[config.mk]
export PLATFORM = sky130hd
export DESIGN_NAME = ppa_port_top
export DESIGN_NICKNAME = d
export VERILOG_FILES = /design/src/hdl/ppa_port_top.v /design/src/hdl/ppa_port_stage.v
export VERILOG_INCLUDE_DIRS = /design/src /design/src/hdl
export SDC_FILE = /design/constraint.sdc
export NUM_CORES = 1
export LEC_CHECK = 0
export ABC_AREA = 0
export BUFFER_PORTS_ARGS = -buffer_cell sky130_fd_sc_hd__buf_4
export CAP_MARGIN = 20
export CORE_MARGIN = 3
export CORE_UTILIZATION = 25
export CTS_CLUSTER_DIAMETER = 60
export CTS_CLUSTER_SIZE = 10
export DETAILED_ROUTE_END_ITERATION = 10
export PLACE_DENSITY = 0.44
export REMOVE_ABC_BUFFERS = 1
export SLEW_MARGIN = 25
export SYNTH_ARGS = -nofsm -noshare
export SYNTH_HDL_FRONTEND = slang
export SYNTH_SLANG_ARGS = --single-unit
[constraint.sdc]
create_clock -name sys_clk_i -period 1.35 [get_ports sys_clk_i]
set_input_delay 0.0675 -clock sys_clk_i [delete_from_list [all_inputs] [get_ports sys_clk_i]]
set_output_delay 0.0675 -clock sys_clk_i [all_outputs]
set_load 0.01 [all_outputs]
[src/hdl/ppa_defines.vh]
// constants for the port pin mode and alternate-function block
`ifndef PPA_DEFINES_VH
`define PPA_DEFINES_VH

// port mode codes as {port_mode_sel_hi, port_mode_sel_lo}
`define PPA_MODE_QUASI      2'h0
`define PPA_MODE_INPUT      2'h1
`define PPA_MODE_PUSHPULL   2'h2
`define PPA_MODE_OPENDRAIN  2'h3

// mode register reset values, pairs {hi,lo} per port, port 0 in bits 1:0
`define PPA_MODE_RST_FUSE   8'h55
`define PPA_MODE_RST_NOFUSE 8'h03
`define PPA_LATCH_RST       8'hFF

// global pin index = port * 8 + bit
`define PPA_PIN_T2_CLK      8
`define PPA_PIN_T2_EXT      9
`define PPA_PIN_SER_DOUT    13
`define PPA_PIN_SER_DIN     14
`define PPA_PIN_SER_CLK     15
`define PPA_PIN_RXD         24
`define PPA_PIN_TXD         25
`define PPA_PIN_EXT_INT_A   26
`define PPA_PIN_EXT_INT_B   27
`define PPA_PIN_CNT_A       28
`define PPA_PIN_CNT_B       29
`define PPA_PIN_WR_STB      30
`define PPA_PIN_RD_STB      31
`define PPA_PIN_OSC_A       38
`define PPA_PIN_OSC_B       39

`endif

[src/hdl/ppa_port_top.v]
// five 8-bit general-purpose ports: modes, pin/latch reads, alternate functions
`timescale 1ns/1ps
`default_nettype none
`include "ppa_defines.vh"

module ppa_port_top #(
  parameter NPORT = 5
) (
  input  wire              sys_clk_i,
  input  wire              sys_rst_i,
  input  wire              ce_i,
  input  wire              tristate_fuse_i,
  input  wire              power_down_i,
  input  wire              mode_wr_i,
  input  wire [7:0]        mode_wdata_i,
  input  wire              latch_wr_i,
  input  wire [2:0]        latch_sel_i,
  input  wire [7:0]        latch_wdata_i,
  input  wire              rd_i,
  input  wire              rd_rmw_i,
  input  wire [2:0]        rd_sel_i,
  input  wire              ebus_p0_en_i,
  input  wire              ebus_p0_oe_i,
  input  wire [7:0]        ebus_p0_data_i,
  input  wire              ebus_p2_en_i,
  input  wire [7:0]        ebus_p2_addr_i,
  input  wire              t0_toggle_i,
  input  wire              t1_toggle_i,
  input  wire              t2_toggle_i,
  input  wire              ser_dout_i,
  input  wire              ser_clk_out_i,
  input  wire              txd_i,
  input  wire              wr_strobe_i,
  input  wire              rd_strobe_i,
  input  wire [NPORT*8-1:0] pin_i,
  output reg  [NPORT*8-1:0] pin_o,
  output reg  [NPORT*8-1:0] pin_oe_o,
  output reg  [NPORT*8-1:0] pin_weak_up_o,
  output reg  [NPORT*8-1:0] pin_vweak_up_o,
  output reg  [7:0]        mode_o,
  output reg  [NPORT*8-1:0] latch_o,
  output reg  [7:0]        rd_data_o,
  output reg               rd_valid_o,
  output reg  [7:0]        ebus_p0_data_o,
  output reg               timer2_ext_trigger_o,
  output reg               ser_din_o,
  output reg               ser_clk_in_o,
  output reg               rxd_o,
  output reg               ext_interrupt_a_o,
  output reg               ext_interrupt_b_o,
  output reg               counter_a_input_o,
  output reg               counter_b_input_o
);

  localparam NPIN = NPORT * 8;

  reg  [NPIN-1:0] sync1_reg;
  reg  [NPIN-1:0] sync2_reg;
  reg  [NPIN-1:0] sync3_reg;
  reg  [NPIN-1:0] pin_s_reg;
  reg  [NPIN-1:0] latch_reg;
  reg  [NPIN-1:0] latch_next;
  reg  [7:0]      mode_reg;
  reg  [NPIN-1:0] alt_out;
  reg  [NPIN-1:0] sense_en;
  wire [NPIN-1:0] drive_d;
  wire [NPIN-1:0] pin_sensed;
  wire [NPIN-1:0] alt_in;
  wire [NPIN-1:0] st_out;
  wire [NPIN-1:0] st_oe;
  wire [NPIN-1:0] st_wk;
  wire [NPIN-1:0] st_vwk;
  wire [NPIN-1:0] in_only;
  integer         k;
  integer         j;
  integer         r;

  // decodes a port number into its two mode bits
  function [1:0] port_mode;
    input [7:0] mreg;
    input integer p;
    begin
      port_mode = (p < 4) ? {mreg[2*p+1], mreg[2*p]} : `PPA_MODE_QUASI;
    end
  endfunction

  ////////////////////////////////////////////////////////////////////////////
  // pins are asynchronous; a level counts once the second and third stages agree
  always @(posedge sys_clk_i) begin
    if (sys_rst_i) begin
      sync1_reg <= {NPIN{1'b0}};
      sync2_reg <= {NPIN{1'b0}};
      sync3_reg <= {NPIN{1'b0}};
      pin_s_reg <= {NPIN{1'b0}};
    end else if (ce_i) begin
      sync1_reg <= pin_i;
      sync2_reg <= sync1_reg;
      sync3_reg <= sync2_reg;
      for (k = 0; k < NPIN; k = k + 1) begin
        if (sync2_reg[k] == sync3_reg[k]) begin
          pin_s_reg[k] <= sync3_reg[k];
        end
      end
    end
  end

  // the wake-up pins keep their input buffers in power-down
  always @* begin
    sense_en = {NPIN{~power_down_i}};
    sense_en[`PPA_PIN_EXT_INT_A] = 1'b1;
    sense_en[`PPA_PIN_EXT_INT_B] = 1'b1;
    sense_en[`PPA_PIN_OSC_A]     = 1'b1;
    sense_en[`PPA_PIN_OSC_B]     = 1'b1;
  end
  assign pin_sensed = pin_s_reg & sense_en;

  ////////////////////////////////////////////////////////////////////////////
  // latch update: a cpu write lands first, a timer toggle on top of it
  always @* begin
    latch_next = latch_reg;
    for (j = 0; j < NPORT; j = j + 1) begin
      if (latch_wr_i && (latch_sel_i == j[2:0])) begin
        latch_next[j*8 +: 8] = latch_wdata_i;
      end
    end
    latch_next[`PPA_PIN_T2_CLK] = latch_next[`PPA_PIN_T2_CLK] ^ t2_toggle_i;
    latch_next[`PPA_PIN_CNT_A]  = latch_next[`PPA_PIN_CNT_A] ^ t0_toggle_i;
    latch_next[`PPA_PIN_CNT_B]  = latch_next[`PPA_PIN_CNT_B] ^ t1_toggle_i;
  end

  // the fuse is sampled by the clocked reset, never wired into the flop
  always @(posedge sys_clk_i) begin
    if (sys_rst_i) begin
      mode_reg  <= tristate_fuse_i ? `PPA_MODE_RST_FUSE : `PPA_MODE_RST_NOFUSE;
      latch_reg <= {NPORT{`PPA_LATCH_RST}};
    end else if (ce_i) begin
      if (mode_wr_i) begin
        mode_reg <= mode_wdata_i;
      end
      latch_reg <= latch_next;
    end
  end

  ////////////////////////////////////////////////////////////////////////////
  // peripheral outputs, unused pins pass the latch unchanged
  always @* begin
    alt_out = {NPIN{1'b1}};
    alt_out[`PPA_PIN_SER_DOUT] = ser_dout_i;
    alt_out[`PPA_PIN_SER_CLK]  = ser_clk_out_i;
    alt_out[`PPA_PIN_TXD]      = txd_i;
    alt_out[`PPA_PIN_WR_STB]   = wr_strobe_i;
    alt_out[`PPA_PIN_RD_STB]   = rd_strobe_i;
  end
  assign drive_d = latch_reg & alt_out;

  genvar p;
  generate
    for (p = 0; p < NPORT; p = p + 1) begin : g_port
      wire       ovr_en;
      wire [7:0] ovr_oe;
      wire [7:0] ovr_d;
      assign in_only[p*8 +: 8] = {8{port_mode(mode_reg, p) == `PPA_MODE_INPUT}};
      assign ovr_en = (p == 0) ? ebus_p0_en_i : ((p == 2) ? ebus_p2_en_i : 1'b0);
      assign ovr_oe = (p == 0) ? {8{ebus_p0_oe_i}} : 8'hFF;
      assign ovr_d  = (p == 0) ? ebus_p0_data_i : ebus_p2_addr_i;
      ppa_port_stage #(
        .FORCE_QUASI (p == 4)
      ) u_stage (
        .sys_clk_i  (sys_clk_i),
        .sys_rst_i  (sys_rst_i),
        .ce_i       (ce_i),
        .mode_i     (port_mode(mode_reg, p)),
        .latch_i    (drive_d[p*8 +: 8]),
        .pin_s_i    (pin_s_reg[p*8 +: 8]),
        .ovr_en_i   (ovr_en),
        .ovr_oe_i   (ovr_oe),
        .ovr_d_i    (ovr_d),
        .out_o      (st_out[p*8 +: 8]),
        .oe_o       (st_oe[p*8 +: 8]),
        .weak_up_o  (st_wk[p*8 +: 8]),
        .vweak_up_o (st_vwk[p*8 +: 8])
      );
    end
  endgenerate

  // in input-only mode the latch cannot mask a peripheral input
  assign alt_in = pin_sensed & (latch_reg | in_only);

  ////////////////////////////////////////////////////////////////////////////
  // registered outputs and reads
  always @(posedge sys_clk_i) begin
    if (sys_rst_i) begin
      pin_o                <= {NPIN{1'b0}};
      pin_oe_o             <= {NPIN{1'b0}};
      pin_weak_up_o        <= {NPIN{1'b0}};
      pin_vweak_up_o       <= {NPIN{1'b0}};
      mode_o               <= 8'h00;
      latch_o              <= {NPORT{`PPA_LATCH_RST}};
      rd_data_o            <= 8'h00;
      rd_valid_o           <= 1'b0;
      ebus_p0_data_o       <= 8'h00;
      timer2_ext_trigger_o <= 1'b0;
      ser_din_o            <= 1'b0;
      ser_clk_in_o         <= 1'b0;
      rxd_o                <= 1'b0;
      ext_interrupt_a_o    <= 1'b0;
      ext_interrupt_b_o    <= 1'b0;
      counter_a_input_o    <= 1'b0;
      counter_b_input_o    <= 1'b0;
    end else if (ce_i) begin
      pin_o          <= st_out;
      pin_oe_o       <= st_oe;
      pin_weak_up_o  <= st_wk;
      pin_vweak_up_o <= st_vwk;
      mode_o         <= mode_reg;
      latch_o        <= latch_reg;
      rd_valid_o     <= rd_i;
      rd_data_o      <= 8'h00;
      for (r = 0; r < NPORT; r = r + 1) begin
        if (rd_i && (rd_sel_i == r[2:0])) begin
          // read-modify-write sees the latch, a plain read sees the pins
          rd_data_o <= rd_rmw_i ? latch_reg[r*8 +: 8] : pin_sensed[r*8 +: 8];
        end
      end
      ebus_p0_data_o       <= pin_sensed[7:0];
      timer2_ext_trigger_o <= alt_in[`PPA_PIN_T2_EXT];
      ser_din_o            <= alt_in[`PPA_PIN_SER_DIN];
      ser_clk_in_o         <= alt_in[`PPA_PIN_SER_CLK];
      rxd_o                <= alt_in[`PPA_PIN_RXD];
      ext_interrupt_a_o    <= alt_in[`PPA_PIN_EXT_INT_A];
      ext_interrupt_b_o    <= alt_in[`PPA_PIN_EXT_INT_B];
      counter_a_input_o    <= alt_in[`PPA_PIN_CNT_A];
      counter_b_input_o    <= alt_in[`PPA_PIN_CNT_B];
    end
  end

endmodule
`default_nettype wire

[src/hdl/ppa_port_stage.v]
// output stage of one 8-bit port: drive decode per mode and bus override
`timescale 1ns/1ps
`default_nettype none
`include "ppa_defines.vh"

module ppa_port_stage #(
  parameter FORCE_QUASI = 0
) (
  input  wire       sys_clk_i,
  input  wire       sys_rst_i,
  input  wire       ce_i,
  input  wire [1:0] mode_i,
  input  wire [7:0] latch_i,
  input  wire [7:0] pin_s_i,
  input  wire       ovr_en_i,
  input  wire [7:0] ovr_oe_i,
  input  wire [7:0] ovr_d_i,
  output reg  [7:0] out_o,
  output reg  [7:0] oe_o,
  output reg  [7:0] weak_up_o,
  output reg  [7:0] vweak_up_o
);

  reg  [7:0] prev_reg;
  wire [1:0] mode_eff;
  wire [7:0] rise;

  ////////////////////////////////////////////////////////////////////////////
  always @(posedge sys_clk_i) begin
    if (sys_rst_i) begin
      prev_reg <= `PPA_LATCH_RST;
    end else if (ce_i) begin
      prev_reg <= latch_i;
    end
  end

  assign mode_eff = (FORCE_QUASI != 0) ? `PPA_MODE_QUASI : mode_i;
  assign rise     = latch_i & ~prev_reg;

  // one mode word steers all eight pins in the same cycle
  always @* begin
    out_o      = 8'h00;
    oe_o       = 8'h00;
    weak_up_o  = 8'h00;
    vweak_up_o = 8'h00;
    case (mode_eff)
      `PPA_MODE_QUASI: begin
        out_o      = rise;
        oe_o       = ~latch_i | rise;
        weak_up_o  = latch_i & pin_s_i;
        vweak_up_o = latch_i;
      end
      `PPA_MODE_PUSHPULL: begin
        out_o = latch_i;
        oe_o  = 8'hFF;
      end
      `PPA_MODE_INPUT: begin
        oe_o = 8'h00;
      end
      `PPA_MODE_OPENDRAIN: begin
        out_o = 8'h00;
        oe_o  = ~latch_i;
      end
      default: begin
        oe_o = 8'h00;
      end
    endcase
    if (ovr_en_i) begin
      out_o      = ovr_d_i;
      oe_o       = ovr_oe_i;
      weak_up_o  = 8'h00;
      vweak_up_o = 8'h00;
    end
  end

endmodule
`default_nettype wire

Yosys cells after proc, flatten, opt, wreduce, memory -nomap -nowiden
Cells that the tools add are included.
{"block": "classes", "n_mux": 40, "div_mod_pow": 0, "n_eq_ne": 60, "magnitude_cmp": 0, "mul": 0, "n_reduce_logical": 64, "shift": 0, "n_addsub": 0, "n_bitwise": 33}
{"operator": "8-bit two-way mux", "count": 29}
{"operator": "8-bit case mux with 4 select lines", "count": 4}
{"operator": "2-bit AND reduction", "count": 46}
{"operator": "40-bit bitwise AND", "count": 2}
{"operator": "8-bit bitwise AND", "count": 10}
{"operator": "8-bit NOT", "count": 10}
{"operator": "8-bit case mux with 2 select lines", "count": 4}
{"operator": "1-bit == test", "count": 40}
{"operator": "8-bit bitwise OR", "count": 5}
{"operator": "30-bit bitwise AND", "count": 1}
{"operator": "30-bit bitwise OR", "count": 1}
{"operator": "2-bit == test, second input constant", "count": 8}
{"operator": "3-bit by 2-bit == test with 1-bit output, second input constant", "count": 4}
{"operator": "1-bit logical AND", "count": 10}
{"operator": "2-bit by 1-bit == test with 1-bit output, second input constant", "count": 4}
{"operator": "2-bit logical NOT", "count": 4}
{"operator": "7-bit two-way mux", "count": 1}
{"operator": "3-bit by 1-bit == test with 1-bit output, second input constant", "count": 2}
{"operator": "3-bit == test, second input constant", "count": 2}
{"operator": "3-bit logical NOT", "count": 2}
{"operator": "6-bit two-way mux", "count": 1}
{"operator": "2-bit nonzero test", "count": 2}
{"operator": "1-bit bitwise XOR", "count": 3}
{"operator": "1-bit two-way mux", "count": 1}
{"operator": "1-bit NOT", "count": 1}
{"block": "totals", "ramBits": 0, "register_bits": 481, "latchBits": 0, "in_bits": 98, "rom_bits": 0, "elab_cells": 269, "out_inout_bits": 233, "n_memories": 0}

Depth between registers and ports, before layout
Gate-level depths: netlist (run 1).
{"block": "depth", "word_depth": 8, "ltp_mapped": 7, "ltp_nobuf": 4}

Hierarchy
Synthesis (run 1) repeated with hierarchy kept, for this count alone.
{"block": "unflattened", "cells_unflattened": 2198, "area_unflattened_um2": 20598.5}
{"mod": "ppa_port_top", "cells_per_inst": 1717, "area_each_um2": 16831.1, "instances": 1}
{"mod": "ppa_port_stage at g_port[0].u_stage ...", "cells_per_inst": 99, "area_each_um2": 774.5, "instances": 4}
{"mod": "ppa_port_stage at g_port[4].u_stage", "cells_per_inst": 85, "area_each_um2": 669.4, "instances": 1}

Least setup slack after synthesis (run 1)
No wires, ideal clock.
{"block": "synth_path", "path_type": "reg-to-reg", "start": "register mode_reg[4]", "end": "register pin_weak_up_o[22]", "path_buffers": 2, "arrival_time_ps": 1405, "path_stages_with_launch": 7, "setup_slack_ps": -121, "cell_sequence": "edfxtp_1 > nor3b_2 > nor2b_1 > clkbuf_2 > buf_4 > a32oi_1 > nor2_1"}
{"block": "synth_via", "elab_chain_len": 3}
{"element": "from (decl)", "line": "ppa_port_top.v:63", "text": "reg [7:0] mode_reg;"}
{"element": "from (signal assigned)", "line": "ppa_port_top.v:134", "text": "mode_reg <= tristate_fuse_i ? `PPA_MODE_RST_FUSE : `PPA_MODE_RST_NOFUSE;"}
{"element": "from (signal assigned)", "line": "ppa_port_top.v:138", "text": "mode_reg <= mode_wdata_i;"}
{"element": "2-bit logical NOT", "line": "ppa_port_stage.v:46", "text": "case (mode_eff)"}
{"element": "8-bit two-way mux", "line": "ppa_port_stage.v:46"}
{"element": "8-bit two-way mux", "line": "ppa_port_stage.v:68", "text": "if (ovr_en_i) begin"}
{"element": "to (signal assigned)", "line": "ppa_port_top.v:195", "text": "pin_weak_up_o <= {NPIN{1'b0}};"}
{"element": "to (signal assigned)", "line": "ppa_port_top.v:213", "text": "pin_weak_up_o <= st_wk;"}
{"element": "to (decl)", "line": "ppa_port_top.v:38", "text": "output reg [NPORT*8-1:0] pin_weak_up_o,"}
Every way passes these cells.
A chain may end at the register's enable or synchronous reset.

Final worst setup path (run 1)
{"block": "layout_path", "start": "register mode_reg[6]", "end": "register pin_o[29]"}
{"block": "layout_via", "elab_chain_len": 2, "word_cells_on_any_way": 3, "cone_classes": "eq/ne (1); mux (1); reduce/logical (1)"}
{"element": "2-bit == test or 2-bit logical NOT (tied branches)", "line": "ppa_port_stage.v:46"}
{"element": "8-bit case mux with 2 select lines *", "line": "ppa_port_stage.v:46"}
{"element": "to (signal assigned)", "line": "ppa_port_top.v:193", "text": "pin_o <= {NPIN{1'b0}};"}
{"element": "to (signal assigned)", "line": "ppa_port_top.v:211", "text": "pin_o <= st_out;"}
{"element": "to (decl)", "line": "ppa_port_top.v:36", "text": "output reg [NPORT*8-1:0] pin_o,"}
Mark *: on every way between the ends. The rest lies on a longest branch, timed or not.

==> reports/qor.csv, run 1 <==
stage,metric,value,unit
sta,fin_skew,24.24,ps
global_routing,grt_pass1_vias,15990,
cells_and_area,fin_util,36.44,%
pwr,vdd_drop_max,0.0009058,V
clock_tree,clockBufferDepth,3,
yosys,ys_seq_area_share,50.64,%
run_status,violations,negative hold slack,
sta,min_period_over_period,99.72,%
drt,drtIter0Drc,939,
critical_path,cp_data_arrival_time,1870,ps
pwr,cellPowerDensity,1241,nW/um2
yosys,synth_most_common_cell,dfxtp_1,
clock_tree,cts.sinks,446,
cells_and_area,drive_gt1_share,26.74,%
job,maxCapViolations,0,
yosys,ys_types,54,
drt,routed_wl,65760,um
drt,avgViaCountPerCell,4.666,
global_routing,grt_max_degree,47,
global_routing,grt_overflow,0,
global_routing,grt_pass1_wl,98680,um
global_routing,antenna_found_initial,10,
placement,place_congestion,0.8421,
global_routing,grt_usage,17.09,%
cells_and_area,nFillCells,7155,
sta,max-slew-margin-rel,47.67,%
sta,hold_slack,-41.25,ps
critical_path,path_class,reg -> reg,
floorplan,rows,97,
yosys,ys_seq_elements,446,
sta,min_period,1346,ps
placement,dp.cells,3282,
yosys,synth_area,17790,um2
critical_path,worst-path-max-fanout,7,
cells_and_area,nNetsFinal,2611,
yosys,ys_warn_count,0,
floorplan,die_area,74390,um2
clock_tree,clock_latency,600,ps
cells_and_area,final_cells,3479,
critical_path,crit_path_end_kind,flop,
floorplan,core-area,70270,um2
critical_path,cp-start-kind,flop,
critical_path,cp.required,1870,ps
pwr,cellLeakagePower,10.97,nW
sta,finalMaxSlewViolations,0,
yosys,async_flop_share,0,%
run_status,outcome,finished with violations,
hold_path,worstHoldPathType,in -> reg,
drt,num_vias,16230,
drt,antenna_left,0,
yosys,yosys-top-cells-count,"dfxtp_1 (438), nor2_1 (234), nand2_1 (230), a21oi_1 (211), mux2i_1 (164)",
floorplan,fp.dieW,272.7,um
critical_path,worstPathCellList,buf_6 -> a21o_1 -> or3_1 -> a21oi_1,
drt,drc,0,
sta,clock.fmax,742.8,MHz
yosys,yosysTopAreaCellShare,49.29,%
floorplan,ios,331,
critical_path,max_stage_delay,490,ps
sta,hold_violations,2,
yosys,synth_edf_count,8,
sta,finalSetupViolations,0,
floorplan,start_util,25.31,%
clock_tree,htreeDepth,2,
yosys,synthTopCellsByArea,"dfxtp_1 (49%), mux2i_1 (9.2%), a21oi_1 (5.9%), nor2_1 (4.9%), nand2_1 (4.9%)",
placement,hpwl,47700,um
pwr,power.total,0.03178,W
clock_tree,clk_pin_slew,60,ps
critical_path,slowest_stage,edfxtp_1,
drt,drt-wirelength-per-cell,18.90,um
drt,dr.pass1.iters,5,
sta,worst_slew_pin_slew,782.3,ps
clock_tree,cts_root_buf,clkbuf_16,
sta,rsz0062_at_grt,true,
clock_tree,cts_tree,built,
yosys,avgSynthCellArea,9.002,um2
yosys,synth_flop_cell,dfxtp_1,
yosys,synth.largest_area_cell,dfxtp_1,
cells_and_area,area_growth,43.96,%
yosys,syn_inst,1976,
placement,portBuffers,330,
floorplan,die_y,272.7,um
clock_tree,numCtsBuffers,54,
## final cells by class
type | instances | area (um2) | area share [%]
sequential | 446 | 9016 | 35.21
multi-input combinational | 1342 | 8152 | 31.83
timing repair buffer | 649 | 5545 | 21.65
clock buffer | 73 | 1548 | 6.044
tap | 940 | 1176 | 4.593
clock inverter | 6 | 83.83 | 0.3274
inverter | 20 | 80.08 | 0.3127
antenna | 3 | 7.507 | 0.02932
## where the power goes
| part | switching, W | internal, W | total [W] |
|---|---|---|---|
| Combinational | 0.00199 | 0.00190 | 0.00390 |
| Sequential | 0.000378 | 0.0137 | 0.0141 |
| Clock | 0.00555 | 0.00824 | 0.0138 |
## final timing paths
check / startpoint / slack, ps / depth (start not counted) / endpoint
setup / recovery: mode_reg[6] / 4 / 4 / pin_o[29]
hold / removal: latch_sel_i[0] / -40 / 5 / latch_reg[1]
setup reg to reg: mode_reg[6] / 4 / 4 / pin_o[29]
hold reg to reg: sync3_reg[11] / 450 / 2 / pin_s_reg[11]
## repair_timing
item                       4_1_cts  5_1_grt
gates resized for setup         11       51
setup buffers                    0        6
hold endpoints to repair       172        5
setup endpoints to repair       15       91
hold buffers                   108        4
cloned                           0        1
pin swaps                        2       16
## through the flow
stage	setup WS [ps]	instance area, um2	TNS (ps)
floorplan	-2773	17050	-444960
global placement	-220.7	22600	-932.9
detailed placement	-254.6	22600	-939.8
CTS	-18.51	25360	-70.95
global route	-88.23	25600	-565.3
finish	3.755	25610	0
## worst max-delay path, delay by kind of cell, from the launching register on
family / cells / cell delay (ps)
flops: 1 / 490
compound gates: 2 / 270
simple gates: 1 / 320
buf+inv: 1 / 190
## logic make-up after synthesis
kind of cell	synth area share, %
flip-flops	50.64
XOR/XNOR	0.1477
multiplexers	9.228
AO/OA/AOI/OAI	17.20
buffers and inverters	4.593
AND/OR/NAND/NOR	18.19
## layer usage
layer	vias to the layer above	GRT usage (%)	wire length (um)
li1	7967	-	-
met3	119	3.863	3857
met2	378	28.00	30330
met1	7757	21.89	29250
met5	-	0	59
met4	12	6.439	2264
## cells in the final DEF, fill, tap and decap left out, types with 9 or more instances in the layout
cell and count:
a211o_1 39, a21o_1 48, a21oi_1 199, a21oi_2 11, a22oi_1 24, a311oi_1 17, a31oi_1 13, a32oi_1 19
and2_1 18, buf_12 27, buf_4 503, clkbuf_1 11, clkbuf_16 59, dfxtp_1 432, dlygate4sd3_1 107, inv_1 15
mux2i_1 164, nand2_1 226, nand3_1 19, nand3b_1 27, nand4_1 15, nor2_1 232, nor2b_1 43, nor3_1 18
nor3b_1 26, o211ai_1 18, o21ai_0 75, or2_2 10, or3b_2 9
Note: power is estimated with default switching activity, not from simulation.
==> run 2: changes to the inputs <==
==> constraint.sdc (replaced) <==
create_clock -name sys_clk_i -period 1.1 [get_ports sys_clk_i]
set_input_delay 0.055 -clock sys_clk_i [delete_from_list [all_inputs] [get_ports sys_clk_i]]
set_output_delay 0.055 -clock sys_clk_i [all_outputs]
set_load 0.005 [all_outputs]
==> run 2 against run 1 <==
The run ends with negative hold slack, negative setup slack left; global-route usage up 0.67 points; highest routed layer unchanged; flip-flop and latch count unchanged; largest cell class unchanged; first-iteration DRC count down 22%; via count up 4.5%.
==> reports/qor.csv, run 2 (synthesis gave the netlist of run 1 again) <==
stage,metric,value,unit,change
global_routing,antenna_found_initial,7,,was 10
global_routing,grt_overflow,0,,unchanged
clock_tree,clockBufferDepth,3,,unchanged
run_status,outcome,finished with violations,,unchanged
pwr,vdd_drop_max,0.001058,V,was 0.0009058 V
cells_and_area,final_common_cell,buf_4,,unchanged
critical_path,worst-path-max-fanout,5,,was 7
critical_path,crit_path_end_kind,flop,,unchanged
drt,antenna_left,0,,unchanged
drt,num_vias,16960,,was 16.23k
drt,drt-wirelength-per-cell,18.86,um,was 18.90 um
cells_and_area,drive_gt1_share,45.94,%,was 26.74%
critical_path,cp-start-kind,flop,,unchanged
critical_path,rr_worst_depth,5,,was 4
global_routing,grt_pass1_wl,102800,um,was 98680 um
sta,max-slew-margin-rel,57.83,%,was 47.67%
cells_and_area,area_growth,63.20,%,was 43.96%
global_routing,grt_usage,17.77,%,was 17.09%
drt,drc,0,,unchanged
sta,fin_skew,16.35,ps,was 24.24 ps
global_routing,grt_max_degree,68,,was 47
pwr,cellLeakagePower,12.28,nW,was 10.97 nW
floorplan,die_y,272.7,um,unchanged
critical_path,path_class,reg -> reg,,unchanged
floorplan,start_util,25.31,%,unchanged
cells_and_area,final_cells,3630,,was 3479
placement,place_ws,-333.4,ps,was -254.6 ps
drt,wl_met3,3589,um,was 3857 um
drt,routed_wl,68450,um,was 65760 um
hold_path,min_to,latch_reg[33],,was latch_reg[1]
placement,portBuffers,330,,unchanged
clock_tree,htreeDepth,2,,unchanged
critical_path,cp.required,1570,ps,was 1870 ps
floorplan,ios,331,,unchanged
hold_path,min-delay-start,latch_sel_i[0],,unchanged
pwr,cellPowerDensity,1379,nW/um2,was 1241 nW/um2
clock_tree,cts_root_buf,clkbuf_16,,unchanged
sta,hold_slack,-52.20,ps,was -41.25 ps
critical_path,r2r_start,mode_reg[2],,was mode_reg[6]
cells_and_area,final_cell_mix,"buf_4 (382), buf_6 (272), dfxtp_2 (249)",,"was buf_4 (503), dfxtp_1 (432), nor2_1 (232)"
sta,worst_slew_pin_slew,624.1,ps,was 782.3 ps
sta,rsz0062_at_grt,true,,unchanged
sta,fin_ws,-259.5,ps,was 3.755 ps
floorplan,die_area,74390,um2,unchanged
floorplan,rows,97,,unchanged
hold_path,whs_path_depth,3,,was 5
sta,finalMaxSlewViolations,0,,unchanged
cells_and_area,nNetsFinal,2762,,was 2611
drt,avgViaCountPerCell,4.672,,was 4.666
drt,dr.pass1.iters,5,,unchanged
placement,dp.cells,3357,,was 3282
sta,hold_violations,8,,was 2
placement,place_congestion,0.8397,,was 0.8421
placement,hpwl,48570,um,was 47700 um
global_routing,grt_pass1_vias,17000,,was 15.99k
sta,setup_tns,-18860,ps,was 0 ps
critical_path,r2r-end,timer2_ext_trigger_o,,was pin_o[29]
drt,top_layer,met5,,unchanged
sta,clock.fmax,735.6,MHz,was 742.8 MHz
sta,min_period,1359,ps,was 1346 ps
hold_path,worstHoldPathType,in -> reg,,unchanged
clock_tree,clock_latency,600,ps,about the same
clock_tree,cts_tree,built,,unchanged
clock_tree,clk_pin_slew,60,ps,about the same
run_status,violations,"negative hold slack, negative setup slack",,was negative hold slack
drt,m1WireLength,29700,um,was 29250 um
job,maxCapViolations,0,,unchanged
sta,min_period_over_period,123.6,%,was 99.72%
drt,dr_wl_met2,33020,um,was 30330 um
sta,finalSetupViolations,174,,was 0
floorplan,core-area,70270,um2,unchanged
clock_tree,cts.sinks,446,,unchanged
clock_tree,numCtsBuffers,55,,was 54
floorplan,fp.dieW,272.7,um,unchanged
critical_path,cp_data_arrival_time,1830,ps,was 1870 ps
critical_path,reg2reg_setup_slack,-260,ps,was 4 ps
drt,drtIter0Drc,733,,was 939
run 2: changes by cell type in the layout (fill, tap and decap cells not counted), moves of 24 or more:
cell	change
o21ai_0	-24
buf_6	+264
a21oi_1	-58
buf_4	-121
dfxtp_2	+243
dfxtp_1	-257
a21oi_2	+51
run 2: cell type report:
class / count / area (um2)
fill: 6896 / 41240
clock inverter: 10 / 115.1
antenna: 4 / 10.01
inverter: 20 / 85.08
sequential: 446 / 9373
tap: 940 / 1176
multi-input combinational: 1342 / 8987
clock buffer: 69 / 1491
timing repair buffer: 799 / 7792
run 2: power by group:
part / leakage (nW) / switching (W) / internal, W
Clock: 0.777 / 0.00693 / 0.00985
Sequential: 3.74 / 0.000506 / 0.0169
Combinational: 7.77 / 0.00273 / 0.00314
run 2: per-layer routing:
layer / track usage [%] / vias up
met3: 3.705 / 123
met4: 6.142 / 6
li1: - / 8271
met2: 30.07 / 352
met5: 0 / -
met1: 22.37 / 8209
run 2: worst max path at each step:
stage	startpoint	to
final	mode_reg[2]	timer2_ext_trigger_o
after global routing	mode_reg[0]	pin_weak_up_o[3]
after CTS	mode_reg[6]	pin_o[28]
after detailed placement	latch_sel_i[1]	latch_reg[8]
after global placement	latch_sel_i[1]	latch_reg[8]
after floorplan	ce_i	pin_o[8]
run 2: timing repair:
action                     in CTS  in global routing
gates cloned                    3                  1
hold buffers                  104                  1
resized for setup             644                180
setup buffers                  57                 36
hold endpoints to repair      181                  9
setup endpoints to repair     377                393
pin swaps                     103                113
run 2: worst max-delay path, cell delays in order, from the launching register on:
cell	delay, ps
edfxtp_1	500
buf_6	190
nand3b_1	180
nand2_1	110
a32oi_1	210
nor2_1	50
run 2: metrics by stage:
step | area, um2 | hold slack (ps) | util (%) | total power [W]
floorplan | 17050 | 124.1 | - | 0.01901
global placement | 23260 | 291.1 | 33.10 | 0.02195
detailed placement | 23260 | 296.3 | 33.10 | 0.02200
CTS | 28070 | -89.53 | 39.94 | 0.04017
global route | 29030 | -39.46 | 41.30 | 0.04175
finish | 29030 | -52.20 | 41.31 | 0.04004
